## src/verilog/stats_pkg.sv

```systemverilog
// Shared constants, types and helpers for the Ethernet statistics block
package stats_pkg;
  localparam int NSLOT = 47;                        // 32-bit words in a snapshot
  localparam logic [7:0] SNAP_BYTES = 8'hbc;        // Snapshot length in bytes
  localparam logic [7:0] REQ_TYPE = 8'hc0;          // Vendor, device-to-host
  localparam logic [7:0] REQ_CODE = 8'ha2;          // Get statistics
  // Slot indices; byte offset in the data stage is four times the index
  localparam int SL_RX_FCS = 0, SL_RX_ALIGN = 1, SL_RX_FRAG = 2, SL_RX_JAB = 3;
  localparam int SL_RX_UNDER = 4, SL_RX_OVER = 5, SL_RX_DROP = 6;
  localparam int SL_RX_BYTES = 7, SL_RX_FRAMES = 10, SL_RX_PAUSE = 13;
  localparam int SL_RX_BIN = 14, SL_RX_LPI_TR = 21, SL_RX_LPI_TM = 22;
  localparam int SL_TX_FCS = 23, SL_TX_DEFER = 24, SL_TX_CARR = 25, SL_TX_BADB = 26;
  localparam int SL_TX_SCOL = 27, SL_TX_MCOL = 28, SL_TX_XCOL = 29, SL_TX_LCOL = 30;
  localparam int SL_TX_BYTES = 31, SL_TX_FRAMES = 34, SL_TX_PAUSE = 37;
  localparam int SL_TX_BIN = 38, SL_TX_LPI_TR = 45, SL_TX_LPI_TM = 46;
  // APB register byte offsets
  localparam logic [11:0] A_CTRL = 12'h000, A_MAXSZ = 12'h004;
  localparam logic [11:0] A_VLAN = 12'h008, A_STAT = 12'h00c;
  // Control register bit positions
  localparam int B_VLAN_ALLOW = 0, B_STORE_BAD = 1, B_LITE_RST = 2;
  // Reset values and frame lengths
  localparam logic [13:0] MAXSZ_RST = 14'h05ee;     // Max frame size after reset
  localparam logic [15:0] VLAN_RST = 16'h8100;      // Extra ethertype after reset
  localparam logic [15:0] VLAN_STD = 16'h8100;      // Standard tag ethertype
  localparam logic [13:0] MIN_LEN = 14'h0040;       // Shortest legal frame
  localparam logic [13:0] TAG_LEN = 14'h0004;       // Bytes per VLAN tag
  // Low-power-idle time unit
  localparam int CLK_NS = 20;
  localparam int LPI_UNIT_NS = 1000;
  localparam logic [5:0] LPI_UNIT_CYC = 6'(LPI_UNIT_NS / CLK_NS);
  // Snapshot sender states
  typedef enum logic [3:0] {
    ST_IDLE = 4'h1, ST_FETCH = 4'h2, ST_PRESENT = 4'h4, ST_HOLD = 4'h8
  } snd_state_t;
  // Byte counts, bad bytes and LPI words are full 32-bit counters
  function automatic logic [31:0] slot_mask(input int s);
    if ((s >= SL_RX_BYTES && s < SL_RX_FRAMES) || (s >= SL_TX_BYTES && s < SL_TX_FRAMES)
        || s == SL_TX_BADB || s == SL_RX_LPI_TR || s == SL_RX_LPI_TM
        || s == SL_TX_LPI_TR || s == SL_TX_LPI_TM) return 32'hffffffff;
    return 32'h000fffff;
  endfunction
  // Length bin 0..6 for 64, 65-127, ..., 1024-1518, above 1518
  function automatic int len_bin(input logic [13:0] n);
    if (n <= 14'h0040) return 0;
    if (n <= 14'h007f) return 1;
    if (n <= 14'h00ff) return 2;
    if (n <= 14'h01ff) return 3;
    if (n <= 14'h03ff) return 4;
    if (n <= 14'h05ee) return 5;
    return 6;
  endfunction
  // Cast code 3 is folded into multicast
  function automatic int cast_idx(input logic [1:0] c);
    return (c == 2'h3) ? 2 : int'(c);
  endfunction
endpackage

```

## src/verilog/stats_snap_mem.sv

```systemverilog
// Snapshot store: parallel load of all counters, registered word read
`timescale 1ns/1ns
`default_nettype none
module stats_snap_mem
  import stats_pkg::*;
(
  input  wire logic                  i_ref_clk,   // System clock
  input  wire logic                  i_load,      // Capture all words
  input  wire logic [NSLOT*32-1:0]   i_load_data, // Counters, slot 0 lowest
  input  wire logic [5:0]            i_rd_addr,   // Word to read
  output logic      [31:0]           o_rd_data    // Read word, one cycle late
);
  logic [31:0] mem_r [NSLOT];                     // Frozen counter image

  // Whole image is written in one edge so every word is from the same instant
  always_ff @(posedge i_ref_clk) begin
    if (i_load) begin
      for (int k = 0; k < NSLOT; k++) mem_r[k] <= i_load_data[k*32 +: 32];
    end
  end

  // Out-of-range address reads zero rather than garbage
  always_ff @(posedge i_ref_clk) begin
    if (int'(i_rd_addr) < NSLOT) o_rd_data <= mem_r[i_rd_addr];
    else o_rd_data <= 32'h00000000;
  end
endmodule // stats_snap_mem
`default_nettype wire

```

## src/verilog/ethernet_statistics_counters.sv

```systemverilog
// Ethernet RX/TX statistics counters with USB snapshot request and APB control
`timescale 1ns/1ns
`default_nettype none
module ethernet_statistics_counters
  import stats_pkg::*;
(
  input  wire logic        i_ref_clk,        // 50 MHz system clock
  input  wire logic        i_nrst,           // Async reset, active low
  input  wire logic [11:0] i_paddr,          // APB address
  input  wire logic        i_psel,           // APB select
  input  wire logic        i_penable,        // APB access phase
  input  wire logic        i_pwrite,         // APB write
  input  wire logic [31:0] i_pwdata,         // APB write data
  output logic      [31:0] o_prdata,         // APB read data
  output logic             o_pready,         // APB ready
  output logic             o_pslverr,        // APB unmapped address
  input  wire logic        i_rx_done,        // RX frame status pulse
  input  wire logic [13:0] i_rx_len,         // RX whole bytes received
  input  wire logic        i_rx_fcs_err,     // RX CRC mismatch
  input  wire logic        i_rx_sym_err,     // RX symbol error
  input  wire logic        i_rx_align_err,   // RX alignment error
  input  wire logic        i_rx_drop,        // RX discarded by fifo_controller
  input  wire logic [1:0]  i_rx_cast,        // 0 uni, 1 broad, 2 multi
  input  wire logic        i_rx_pause,       // RX pause frame
  input  wire logic [15:0] i_rx_type,        // Outer type field
  input  wire logic [15:0] i_rx_inner_type,  // Type after first tag
  input  wire logic        i_rx_lpi,         // RX in low power idle
  input  wire logic        i_tx_done,        // TX frame status pulse
  input  wire logic [13:0] i_tx_len,         // TX bytes sent
  input  wire logic        i_tx_fcs_err,     // TX FCS error
  input  wire logic        i_tx_defer_err,   // TX excess deferral
  input  wire logic        i_tx_carrier_err, // TX carrier error
  input  wire logic        i_tx_single_col,  // TX one collision
  input  wire logic        i_tx_multi_col,   // TX several collisions
  input  wire logic        i_tx_exc_col,     // TX excessive collisions
  input  wire logic        i_tx_late_col,    // TX late collision
  input  wire logic [1:0]  i_tx_cast,        // 0 uni, 1 broad, 2 multi
  input  wire logic        i_tx_pause,       // TX pause frame
  input  wire logic        i_tx_lpi,         // TX in low power idle
  input  wire logic        i_setup_valid,    // Setup packet pulse
  input  wire logic [7:0]  i_req_type,       // Setup request type
  input  wire logic [7:0]  i_req_code,       // Setup request code
  input  wire logic [15:0] i_req_value,      // Setup value
  input  wire logic [15:0] i_req_index,      // Setup index
  input  wire logic [15:0] i_req_length,     // Setup length
  output logic             o_req_ack,        // Request claimed pulse
  output logic      [7:0]  o_data,           // Data stage byte
  output logic             o_data_valid,     // Byte valid
  output logic             o_data_last,      // Last byte of data stage
  input  wire logic        i_data_ready      // Endpoint takes byte
);
  logic [31:0]   cnt_r [NSLOT];               // Live counters
  logic [31:0]   addv [NSLOT];                // Per-slot increment
  logic [NSLOT*32-1:0] snap_flat;             // Counters packed for capture
  logic [31:0]   rd_word;                     // Snapshot word read back
  logic          vlan_allow_r;                // vlan_size_allowance
  logic          store_bad_r;                 // rx_fifo_control store bad frames
  logic          lite_r;                      // lite_reset pulse
  logic [13:0]   max_size_r;                  // Maximum frame size
  logic [15:0]   vlan_ethertype_reg_r;                 // vlan_ethertype_reg
  logic          rx_lpi_q_r, tx_lpi_q_r;      // LPI level last cycle
  logic [5:0]    unit_cnt_r;                  // Microsecond prescaler
  logic          unit_tick;                   // One cycle per microsecond
  logic          tag1, tag2;                  // Single and stacked tag
  logic [13:0]   max_len;                     // Legal length incl. tags
  logic          rx_err, rx_short, rx_long;   // RX classification
  logic          rx_any_err, rx_count_ok;
  logic          tx_any_err;
  logic          setup_hit;                   // Statistics request seen
  snd_state_t    state_r;                     // Sender state
  logic [7:0]    idx_r;                       // Byte index in snapshot
  logic [7:0]    rem_r;                       // Bytes left to send
  logic          apb_acc;                     // APB access being answered

  // RX classification; length is whole bytes so trailing bits never count
  always_comb begin
    tag1 = (i_rx_type == VLAN_STD) || (i_rx_type == vlan_ethertype_reg_r);
    tag2 = tag1 && ((i_rx_inner_type == VLAN_STD) || (i_rx_inner_type == vlan_ethertype_reg_r));
    max_len = max_size_r;
    if (vlan_allow_r && tag1) max_len = max_len + TAG_LEN;
    if (vlan_allow_r && tag2) max_len = max_len + TAG_LEN;
    rx_err = i_rx_fcs_err | i_rx_sym_err;
    rx_short = i_rx_len < MIN_LEN;
    rx_long = i_rx_len > max_len;
    rx_any_err = rx_err | i_rx_align_err | rx_short | rx_long;
    // Good counters see delivered frames, plus bad ones when storing them
    rx_count_ok = !i_rx_drop && (!rx_any_err || store_bad_r);
    tx_any_err = i_tx_fcs_err | i_tx_defer_err | i_tx_carrier_err
                 | i_tx_exc_col | i_tx_late_col;
  end

  // Microsecond tick for LPI time counters
  assign unit_tick = (unit_cnt_r == LPI_UNIT_CYC - 6'h01);
  always_ff @(posedge i_ref_clk or negedge i_nrst) begin
    if (!i_nrst) unit_cnt_r <= 6'h00;
    else if (unit_tick) unit_cnt_r <= 6'h00;
    else unit_cnt_r <= unit_cnt_r + 6'h01;
  end

  // LPI level history for transition counts
  always_ff @(posedge i_ref_clk or negedge i_nrst) begin
    if (!i_nrst) begin
      rx_lpi_q_r <= 1'b0;
      tx_lpi_q_r <= 1'b0;
    end else begin
      rx_lpi_q_r <= i_rx_lpi;
      tx_lpi_q_r <= i_tx_lpi;
    end
  end

  // Increment for every slot from this cycle's events
  always_comb begin
    for (int k = 0; k < NSLOT; k++) addv[k] = 32'h00000000;
    if (i_rx_done) begin
      addv[SL_RX_FCS] = {31'h0, rx_err & !rx_short & !rx_long};
      addv[SL_RX_ALIGN] = {31'h0, i_rx_align_err};
      addv[SL_RX_FRAG] = {31'h0, rx_err & rx_short};
      addv[SL_RX_JAB] = {31'h0, rx_err & rx_long};
      addv[SL_RX_UNDER] = {31'h0, rx_short & !rx_err & !i_rx_align_err};
      addv[SL_RX_OVER] = {31'h0, rx_long & !rx_err & !i_rx_align_err};
      // Errored frames are already in their error counter above
      addv[SL_RX_DROP] = {31'h0, i_rx_drop & (!rx_any_err | store_bad_r)};
      if (rx_count_ok) begin
        addv[SL_RX_BYTES + cast_idx(i_rx_cast)] = {18'h0, i_rx_len};
        addv[SL_RX_FRAMES + cast_idx(i_rx_cast)] = 32'h00000001;
        addv[SL_RX_PAUSE] = {31'h0, i_rx_pause};
        addv[SL_RX_BIN + len_bin(i_rx_len)] = 32'h00000001;
      end
    end
    addv[SL_RX_LPI_TR] = {31'h0, i_rx_lpi & !rx_lpi_q_r};
    addv[SL_RX_LPI_TM] = {31'h0, i_rx_lpi & unit_tick};
    if (i_tx_done) begin
      addv[SL_TX_FCS] = {31'h0, i_tx_fcs_err};
      addv[SL_TX_DEFER] = {31'h0, i_tx_defer_err};
      addv[SL_TX_CARR] = {31'h0, i_tx_carrier_err};
      addv[SL_TX_BADB] = tx_any_err ? {18'h0, i_tx_len} : 32'h00000000;
      addv[SL_TX_SCOL] = {31'h0, i_tx_single_col};
      addv[SL_TX_MCOL] = {31'h0, i_tx_multi_col};
      addv[SL_TX_XCOL] = {31'h0, i_tx_exc_col};
      addv[SL_TX_LCOL] = {31'h0, i_tx_late_col};
      if (!tx_any_err) begin
        addv[SL_TX_BYTES + cast_idx(i_tx_cast)] = {18'h0, i_tx_len};
        addv[SL_TX_FRAMES + cast_idx(i_tx_cast)] = 32'h00000001;
        addv[SL_TX_PAUSE] = {31'h0, i_tx_pause};
        addv[SL_TX_BIN + len_bin(i_tx_len)] = 32'h00000001;
      end
    end
    addv[SL_TX_LPI_TR] = {31'h0, i_tx_lpi & !tx_lpi_q_r};
    addv[SL_TX_LPI_TM] = {31'h0, i_tx_lpi & unit_tick};
  end

  // Counter bank; narrow counters wrap at 20 bits and read zero-extended
  for (genvar g = 0; g < NSLOT; g++) begin : g_cnt
    always_ff @(posedge i_ref_clk or negedge i_nrst) begin
      if (!i_nrst) cnt_r[g] <= 32'h00000000;
      else if (lite_r) cnt_r[g] <= 32'h00000000;
      else cnt_r[g] <= (cnt_r[g] + addv[g]) & slot_mask(g);
    end
    // Slot g lands at byte 4*g of the data stage
    assign snap_flat[g*32 +: 32] = cnt_r[g];
  end

  // Frozen copy so a long data stage never tears across counter updates
  stats_snap_mem u_snap (
    .i_ref_clk   (i_ref_clk),
    .i_load      (setup_hit),
    .i_load_data (snap_flat),
    .i_rd_addr   (idx_r[7:2]),
    .o_rd_data   (rd_word)
  );

  // Request decode; any other request belongs to another handler
  assign setup_hit = i_setup_valid && i_req_type == REQ_TYPE && i_req_code == REQ_CODE
                     && i_req_value == 16'h0000 && i_req_index == 16'h0000;

  // Sender: fetch a word, then hand out its bytes lowest first
  always_ff @(posedge i_ref_clk or negedge i_nrst) begin
    if (!i_nrst) begin
      state_r <= ST_IDLE;
      idx_r <= 8'h00;
      rem_r <= 8'h00;
    end else if (setup_hit) begin
      // New setup restarts even a transfer in progress, as USB does
      idx_r <= 8'h00;
      if (i_req_length > {8'h00, SNAP_BYTES}) rem_r <= SNAP_BYTES;
      else rem_r <= i_req_length[7:0];
      state_r <= (i_req_length == 16'h0000) ? ST_IDLE : ST_FETCH;
    end else begin
      unique case (state_r)
        ST_IDLE: state_r <= ST_IDLE;
        ST_FETCH: state_r <= ST_PRESENT;
        ST_PRESENT: state_r <= ST_HOLD;
        ST_HOLD: begin
          if (i_data_ready) begin
            idx_r <= idx_r + 8'h01;
            rem_r <= rem_r - 8'h01;
            if (rem_r == 8'h01) state_r <= ST_IDLE;
            else if (idx_r[1:0] == 2'h3) state_r <= ST_FETCH;
            else state_r <= ST_PRESENT;
          end
        end
        default: state_r <= ST_IDLE;
      endcase
    end
  end

  // Data stage outputs, loaded while presenting a byte
  always_ff @(posedge i_ref_clk or negedge i_nrst) begin
    if (!i_nrst) begin
      o_data <= 8'h00;
      o_data_valid <= 1'b0;
      o_data_last <= 1'b0;
      o_req_ack <= 1'b0;
    end else begin
      o_req_ack <= setup_hit;
      if (setup_hit) begin
        o_data_valid <= 1'b0;
        o_data_last <= 1'b0;
      end else if (state_r == ST_PRESENT) begin
        o_data <= rd_word[idx_r[1:0]*8 +: 8];
        o_data_valid <= 1'b1;
        o_data_last <= (rem_r == 8'h01);
      end else if (state_r == ST_HOLD && i_data_ready) begin
        o_data_valid <= 1'b0;
        o_data_last <= 1'b0;
      end
    end
  end

  // APB: answer one cycle into the access phase, zero wait after that
  assign apb_acc = i_psel && i_penable && !o_pready;
  always_ff @(posedge i_ref_clk or negedge i_nrst) begin
    if (!i_nrst) begin
      o_pready <= 1'b0;
      o_pslverr <= 1'b0;
      o_prdata <= 32'h00000000;
    end else begin
      o_pready <= apb_acc;
      o_pslverr <= apb_acc && !(i_paddr == A_CTRL || i_paddr == A_MAXSZ
                   || i_paddr == A_VLAN || i_paddr == A_STAT);
      o_prdata <= 32'h00000000;
      if (apb_acc && !i_pwrite) begin
        unique case (i_paddr)
          A_CTRL: o_prdata <= {30'h0, store_bad_r, vlan_allow_r};
          A_MAXSZ: o_prdata <= {18'h0, max_size_r};
          A_VLAN: o_prdata <= {16'h0, vlan_ethertype_reg_r};
          A_STAT: o_prdata <= {27'h0, state_r, state_r != ST_IDLE};
          default: o_prdata <= 32'h00000000;
        endcase
      end
    end
  end

  // Register writes land on the edge that sees pready high
  always_ff @(posedge i_ref_clk or negedge i_nrst) begin
    if (!i_nrst) begin
      vlan_allow_r <= 1'b0;
      store_bad_r <= 1'b0;
      lite_r <= 1'b0;
      max_size_r <= MAXSZ_RST;
      vlan_ethertype_reg_r <= VLAN_RST;
    end else begin
      lite_r <= 1'b0;
      if (i_psel && i_penable && o_pready && i_pwrite) begin
        unique case (i_paddr)
          A_CTRL: begin
            vlan_allow_r <= i_pwdata[B_VLAN_ALLOW];
            store_bad_r <= i_pwdata[B_STORE_BAD];
            lite_r <= i_pwdata[B_LITE_RST];
          end
          A_MAXSZ: max_size_r <= i_pwdata[13:0];
          A_VLAN: vlan_ethertype_reg_r <= i_pwdata[15:0];
          default: lite_r <= 1'b0;
        endcase
      end
    end
  end
endmodule // ethernet_statistics_counters
`default_nettype wire

```

## config.mk

```make
export PLATFORM = sky130hd
export DESIGN_NAME = ethernet_statistics_counters
export DESIGN_NICKNAME = d
export VERILOG_FILES = /design/src/verilog/stats_pkg.sv /design/src/verilog/stats_snap_mem.sv /design/src/verilog/ethernet_statistics_counters.sv
export SDC_FILE = /design/constraint.sdc
export NUM_CORES = 2
export LEC_CHECK = 0
export BUFFER_PORTS_ARGS = -buffer_cell sky130_fd_sc_hd__buf_2
export CORE_UTILIZATION = 55
export DETAILED_ROUTE_END_ITERATION = 12
export MAX_ROUTING_LAYER = met4
export PLACE_DENSITY = 0.74
export SLEW_MARGIN = 20
export SYNTH_ARGS = -nofsm -noshare
export SYNTH_HDL_FRONTEND = slang
export SYNTH_HIERARCHICAL = 1
export SYNTH_SLANG_ARGS = --single-unit
export TNS_END_PERCENT = 30
```

## constraint.sdc

```tcl
create_clock -name i_ref_clk -period 6.9 [get_ports i_ref_clk]
set_input_delay 0.345 -clock i_ref_clk [delete_from_list [all_inputs] [get_ports i_ref_clk]]
set_output_delay 0.345 -clock i_ref_clk [all_outputs]
set_load 0.1 [all_outputs]
```

# After elaboration in Yosys (flattened, before gate mapping)
# Memory sizes are Yosys's and may differ from the RTL's. A register that Yosys moved wholly into a read port is not among the register bits.
# Cells that the tools add are included.
# op_classes
n_mux	197
eq_ne	19
reduce_logical	51
n_div	0
n_mul	0
order_cmp	28
shifts	1
bitwise_logic	41
n_addsub	58
# ops
operator	n
$bwmux W1504	2
$mux W1504	2
$mux W1492	2
$and A1457 B1457 Y1457	2
$not A1457 Y1457	2
$and A1445 B1445 Y1445	2
$not A1445 Y1445	2
$mux W32	53
$demux W32 S6	6
$add A20 B20 Y20	36
$mux W20	36
$add A32 B32 Y32	9
$ge A32 B7 Y1 const B	6
$lt A32 B1 Y1 const B	6
$or A47 B47 Y47	4
$not A32 Y32	4
$mux W1	75
$add A32 B1 Y32	2
$pmux W16 S4	1
$le A14 B7 Y1 const B	4
$mux W8	7
$logic_not A16 Y1	3
$mux W14	3
$add A4 B32 Y32 const A	1
49 further kinds	125
# totals
latchBits	0
reg_bits	1178
input_bits	196
mem_bits_ro	0
mem_count	1
ramBits	1504
wordCells	461
# mem_list
name	depth	width	rd	rd_clocked_by_memory_dff	wr	line	source
u_snap.mem_r	47	32	1	1	47	stats_snap_mem.sv:13	logic [31:0] mem_r [NSLOT];

# Longest topological paths before layout
# depth
word_depth	63
ltp_mapped	30

# Cells and area by module
# The synthesis kept the hierarchy.
# modules_own_cells
mod	cells_per_inst	area_per_inst_um2	seq_area_each_um2	n_inst
ethernet_statistics_counters	6869	65181.3	29091.7	1
stats_snap_mem	2533	58107.0	45803.9	1

# Worst setup path after synthesis
# OpenSTA, ideal clock, no wires.
# synth_timing
path_type	input-to-reg
from	input port i_req_type[1]
to	register o_data[0]
arrival_ns	52.400
path_buffers	1
path_slack_ns	-45.688
stages	6
required_ns	6.712
cell_sequence	or4_1 nor3_1 and4_1 clkbuf_1 nor2_1 mux2_2
# synth_via
elab_chain_cells	7
# synth_lines
item	line	source
start, declared	ethernet_statistics_counters.sv:41	input wire logic [7:0] i_req_type,
$eq A8 B8 Y1	ethernet_statistics_counters.sv:173	assign setup_hit = i_setup_valid && i_req_type == REQ_TYPE && i_req_code == REQ_CODE
$logic_and A1 B1 Y1 (2 in a row)	ethernet_statistics_counters.sv:173	
$logic_and A1 B1 Y1 (2 in a row)	ethernet_statistics_counters.sv:174	&& i_req_value == 16'h0000 && i_req_index == 16'h0000;
via setup_hit	ethernet_statistics_counters.sv:69	logic setup_hit;
$not A1 Y1 (no line)	-	
$reduce_and A2 Y1 (no line)	-	
end signal, assigned	ethernet_statistics_counters.sv:220	o_data <= rd_word[idx_r[1:0]*8 +: 8];
end, declared	ethernet_statistics_counters.sv:47	output logic [7:0] o_data,
# The timed path passes the listed nets, and every way through them passes these cells.
# A chain may end at the register's enable or synchronous reset.

# Worst setup path in the final report
# layout_timing
from	register vlan_ethertype_reg_r[8]
to	register cnt_r[1244] (netlist bit)
# layout_via
elab_chain_cells	20
word_cells_on_any_way	26
classes_between	2 x add/sub; 1 x order compare; 2 x eq/ne; 8 x mux; 5 x bitwise; 8 x reduce/logical
# layout_lines
item	line	source
start, declared	ethernet_statistics_counters.sv:60	logic [15:0] vlan_ethertype_reg_r;
start signal, assigned	ethernet_statistics_counters.sv:272	A_VLAN: vlan_ethertype_reg_r <= i_pwdata[15:0];
$eq A16 B16 Y1	ethernet_statistics_counters.sv:77	tag1 = (i_rx_type == VLAN_STD) || (i_rx_type == vlan_ethertype_reg_r);
$logic_or A1 B1 Y1	ethernet_statistics_counters.sv:77	
$logic_and A1 B1 Y1	ethernet_statistics_counters.sv:80	if (vlan_allow_r && tag1) max_len = max_len + TAG_LEN;
$mux W14	ethernet_statistics_counters.sv:80	
$add A14 B3 Y14	ethernet_statistics_counters.sv:81	if (vlan_allow_r && tag2) max_len = max_len + TAG_LEN;
$mux W14 *	ethernet_statistics_counters.sv:81	
$gt A14 B14 Y1 *	ethernet_statistics_counters.sv:84	rx_long = i_rx_len > max_len;
$or A1 B1 Y1 *	ethernet_statistics_counters.sv:85	rx_any_err = rx_err | i_rx_align_err | rx_short | rx_long;
[3 not listed]	-	
$mux W1504 *	ethernet_statistics_counters.sv:123	if (rx_count_ok) begin
$mux W1504 *	ethernet_statistics_counters.sv:114	if (i_rx_done) begin
$bwmux W1504	ethernet_statistics_counters.sv:142	addv[SL_TX_BYTES + cast_idx(i_tx_cast)] = {18'h0, i_tx_len};
$or A47 B47 Y47 (no line) / $and A1445 B1445 Y1445 (equally long branches) (2 in a row)	-	
$mux W1492	ethernet_statistics_counters.sv:141	if (!tx_any_err) begin
$mux W1492 *	ethernet_statistics_counters.sv:132	if (i_tx_done) begin
$add A32 B32 Y32 *	ethernet_statistics_counters.sv:157	else cnt_r[g] <= (cnt_r[g] + addv[g]) & slot_mask(g);
$mux W32 *	ethernet_statistics_counters.sv:156	else if (lite_r) cnt_r[g] <= 32'h00000000;
end signal, assigned by index	ethernet_statistics_counters.sv:157	
end, declared	ethernet_statistics_counters.sv:52	logic [31:0] cnt_r [NSLOT];
# Every way passes the cells marked *; elsewhere a longest branch is shown, timed or not.

==> impl_metrics.csv <==
group,metric,value,unit
timing,tightest_slew,1.21,ns
worst_hold_path,hold_class,"input port to register",
clock_tree,clock_path_buffers,4,
critical_path,path_common_cell,"buf_4",
run,drv_cap,0,
timing,max_freq,0.150,GHz
cells_and_area,drive_gt1_share,13.4,%
routing,vias,80400,
die,dieHeight,475,µm
critical_path,start_kind,"register",
die,core-area,223000,µm²
yosys,ys_warn_count,6,
global_routing,grt_util_all_layers,27.7,%
placed_design,numPortBuffers,208,
die,ios,241,
yosys,yosysTopAreaCell,"edfxtp_1",
critical_path,cp.arrival,7.43,ns
yosys,yosysTopAreaCellShare,36.6,%
yosys,ys.flop_type,"edfxtp_1",
timing,hold_viol_final,0,
timing,finalCritPeriodShare,96.7,%
timing,clock_skew,0.0715,ns
placed_design,placed_cell_area,131000,µm²
cells_and_area,fin_nets,11200,
die,die-width,475,µm
global_routing,first_global_vias,80200,
die,die_area,226000,µm²
power_and_ir_drop,leakage,57.7,nW
timing,finalSetupTns,0,ns
timing,drv_slew,0,
routing,ant_nets,0,
timing,setup_ws,0.228,ns
clock_tree,h-tree-depth,5,
timing,max_slew_margin,18.8,%
placed_design,pre_cts_slack,-0.235,ns
clock_tree,clkTransAtPathRegs,0.07,ns
clock_tree,root_buffer,"clkbuf_16",
yosys,synth-async-reset-ratio,43.1,%
global_routing,grt_max_degree,213,
critical_path,cp-end-kind,"register",
global_routing,grt_overflow,0,
cells_and_area,final_core_util,63.7,%
power_and_ir_drop,power-per-cell-area,300,nW/µm²
routing,routed_via_density,5.84,
cells_and_area,syn_to_final_growth,15.0,%
placed_design,gp_congestion,0.900,
clock_tree,clock_latency,0.95,ns
clock_tree,clkSinkCount,2698,
yosys,syn_avg_cell_area,13.1,µm²
placed_design,hpwl,206000,µm
clock_tree,cts_tree,"done",
cells_and_area,finalInstanceArea,142000,µm²
critical_path,max_stage_delay,0.59,ns
yosys,syn_area,123000,µm²
global_routing,grt_antenna_before_repair,11,
critical_path,timing.critical_path.required,7.66,ns
yosys,synth_cells,9402,
power_and_ir_drop,vdd_drop_max,0.231,mV
routing,drc,0,
die,rows,173,
critical_path,path_class,"register to register",
timing,setup_violations,0,
routing,drt_pass1_iterations,6,
routing,avgRoutedWirePerCell,21.9,µm
yosys,synth.area.top_cells,"edfxtp_1 (37%), dfrtp_1 (23%), mux4_2 (6.8%), ha_1 (4.2%), nor2_1 (3.3%)",
status,status,"complete, no violations",
yosys,ys_seq_area_share,60.7,%
routing,drtIter0Drc,7341,
yosys,synth_edf_count,1504,
yosys,ys_ff_latch,2698,
critical_path,crit_slowest_cell,"dfstp_2",
global_routing,grt_pass1_wl,465000,µm
yosys,synth_cell_types,88,
critical_path,crit_fanout,11,
routing,wl,302000,µm
timing,holdWs,0.0597,ns
die,start_util,55.4,%
timing,rsz0062_at_grt,"yes",
clock_tree,numCtsBuffers,295,
timing,layout_min_cycle_time,6.67,ns
==> Yosys cell counts (19+ instances only) <==
cell and number:
buf_6 23, nand2_1 364, and3_1 149, nor4_1 47, a21o_1 117, nand3b_1 19
a22oi_1 54, ha_1 414, nor2b_1 149, nand3_1 351, edfxtp_1 1504, a21oi_1 441
nand2b_1 34, mux2_2 84, o21ai_1 60, xnor2_1 359, and4_1 33, a31oi_1 40
nand4_1 132, inv_1 236, buf_1 22, fa_1 23, a221oi_1 24, a211oi_1 28
o21a_1 37, o21ai_0 355, nor3_1 151, mux2i_1 118, o21bai_1 27, a41oi_1 23
mux4_2 372, buf_4 37, o211ai_1 35, dfxtp_1 32, nor2_1 1090, and2_1 142
nor3b_1 20, clkbuf_1 203, or3_1 251, xor2_1 409, buf_2 32, dfrtp_1 1151
o31ai_1 19, o22ai_1 20
==> final cells by class <==
cell class,count,area [µm²]
clock inverters,109,1140
flip-flops and latches,2698,74900
multi-input cells,6828,49000
clock buffers,408,8300
fillers,16400,80700
repair buffers,502,3830
diodes,10,25.0
inverters,238,893
well taps,2975,3720
==> power by group <==
part	leakage [nW]	switching (W)	internal, W	total [W]
logic	23.0	0.00422	0.00316	0.00738
registers	30.1	0.00106	0.0186	0.0196
clock network	4.62	0.00629	0.00925	0.0155
total	57.7	0.0116	0.0310	0.0425
==> worst max-delay path, delay by kind of cell (launching register included) <==
kind / cells / cell delay [ns]
AOI/OAI and AO/OA: 10 / 2.25
and+or+nand+nor: 9 / 1.66
buffers and inverters: 6 / 0.95
DFF: 1 / 0.59
adders and majority gates: 2 / 0.58
xor gates and xnor gates: 3 / 0.49
==> cells in the final DEF, fill, tap and decap left out, types with 33 or more instances in the layout <==
cell           Yosys  layout
clkinv_2           0      42
nor2_1          1090    1085
a21o_1           117     117
o21a_1            37      35
dlygate4sd3_1      0      64
clkbuf_16          0     305
conb_1             2     682
nand4_1          132     132
nand3_1          351     351
mux2i_1          118     118
dfrtp_1         1151    1144
mux2_2            84      84
nor3_1           151     146
nand2b_1          34      34
nor4_1            47      38
and3_1           149     149
buf_4             37     195
inv_1            236     235
o21ai_1           60      61
a31oi_1           40      38
and2_1           142     138
mux4_2           372     372
a21oi_1          441     433
ha_1             414     410
a22oi_1           54      54
nor2b_1          149     147
edfxtp_1        1504    1504
buf_12             1      33
o211ai_1          35      35
or3_1            251     249
buf_2             32     208
o21ai_0          355     352
xor2_1           409     409
xnor2_1          359     357
clkbuf_1         203      75
nand2_1          364     364
==> per-layer routing <==
| metal | global-route usage [%] | vias up | share of wire (%) |
|---|---|---|---|
| met2 | 44.1 | 2612 | 49 |
| met3 | 4.10 | 657 | 6.2 |
| li1 | - | 36400 | - |
| met4 | 11.8 | 0 | 4.7 |
| met5 | - | - | 0 |
| met1 | 35.6 | 40700 | 40 |
==> path summary, 6_finish.rpt <==
path / startpoint / end / slack, ns / cells after the start
max: vlan_ethertype_reg_r[8] / cnt_r[1244] / 0.23 / 30
min: i_rx_done / cnt_r[1440] / 0.06 / 4
max reg2reg: vlan_ethertype_reg_r[8] / cnt_r[1244] / 0.23 / 30
min reg2reg: cnt_r[554] / u_snap/mem_r[29][10] / 0.41 / 0
max in group asynchronous: i_nrst / cnt_r[53] / 5.16 / 3
min in group asynchronous: i_nrst / cnt_r[931] / 0.07 / 2
==> metrics by stage <==
stage / power, W / std cells
finish: 0.0425 / 13800
global route: 0.0445 / 13800
CTS: 0.0425 / 13700
detailed placement: 0.0269 / 13200
global placement: 0.0265 / 13200
floorplan: 0.0251 / 10100
==> sequential cells by signal, summed over array words and instances (netlist names), 4 cells and up <==
name                  cells
u_snap/o_rd_data         32
idx_r                     8
o_data                    8
vlan_ethertype_reg_r     16
rem_r                     8
u_snap/mem_r           1504
o_prdata                 16
max_size_r               14
unit_cnt_r                6
cnt_r                  1072
state_r                   4
==> repair_timing <==
action | CTS | global route
gates resized for setup | 8 | 82
pin swaps | 2 | 38
hold buffers | 64 | 0
endpoints found under the setup margin | 38 | 94
hold endpoints to repair | 184 | 0
gates cloned | 0 | 2
setup buffers | 0 | 10
==> logic make-up (layout without fill, tap and decap cells) <==
group / Yosys count / count (layout) / share of synthesized area, %
xor+xnor: 768 / 768 / 5.46
buf+inv: 556 / 1257 / 1.99
mux: 575 / 575 / 8.54
flops: 2698 / 2698 / 60.7
compound gates: 1391 / 1391 / 6.87
simple gates: 2975 / 2975 / 11.8
other cells: 2 / 692 / 0.00609
fa+ha+maj: 437 / 437 / 4.57
No activity file was read; power rests on OpenSTA's default activity.
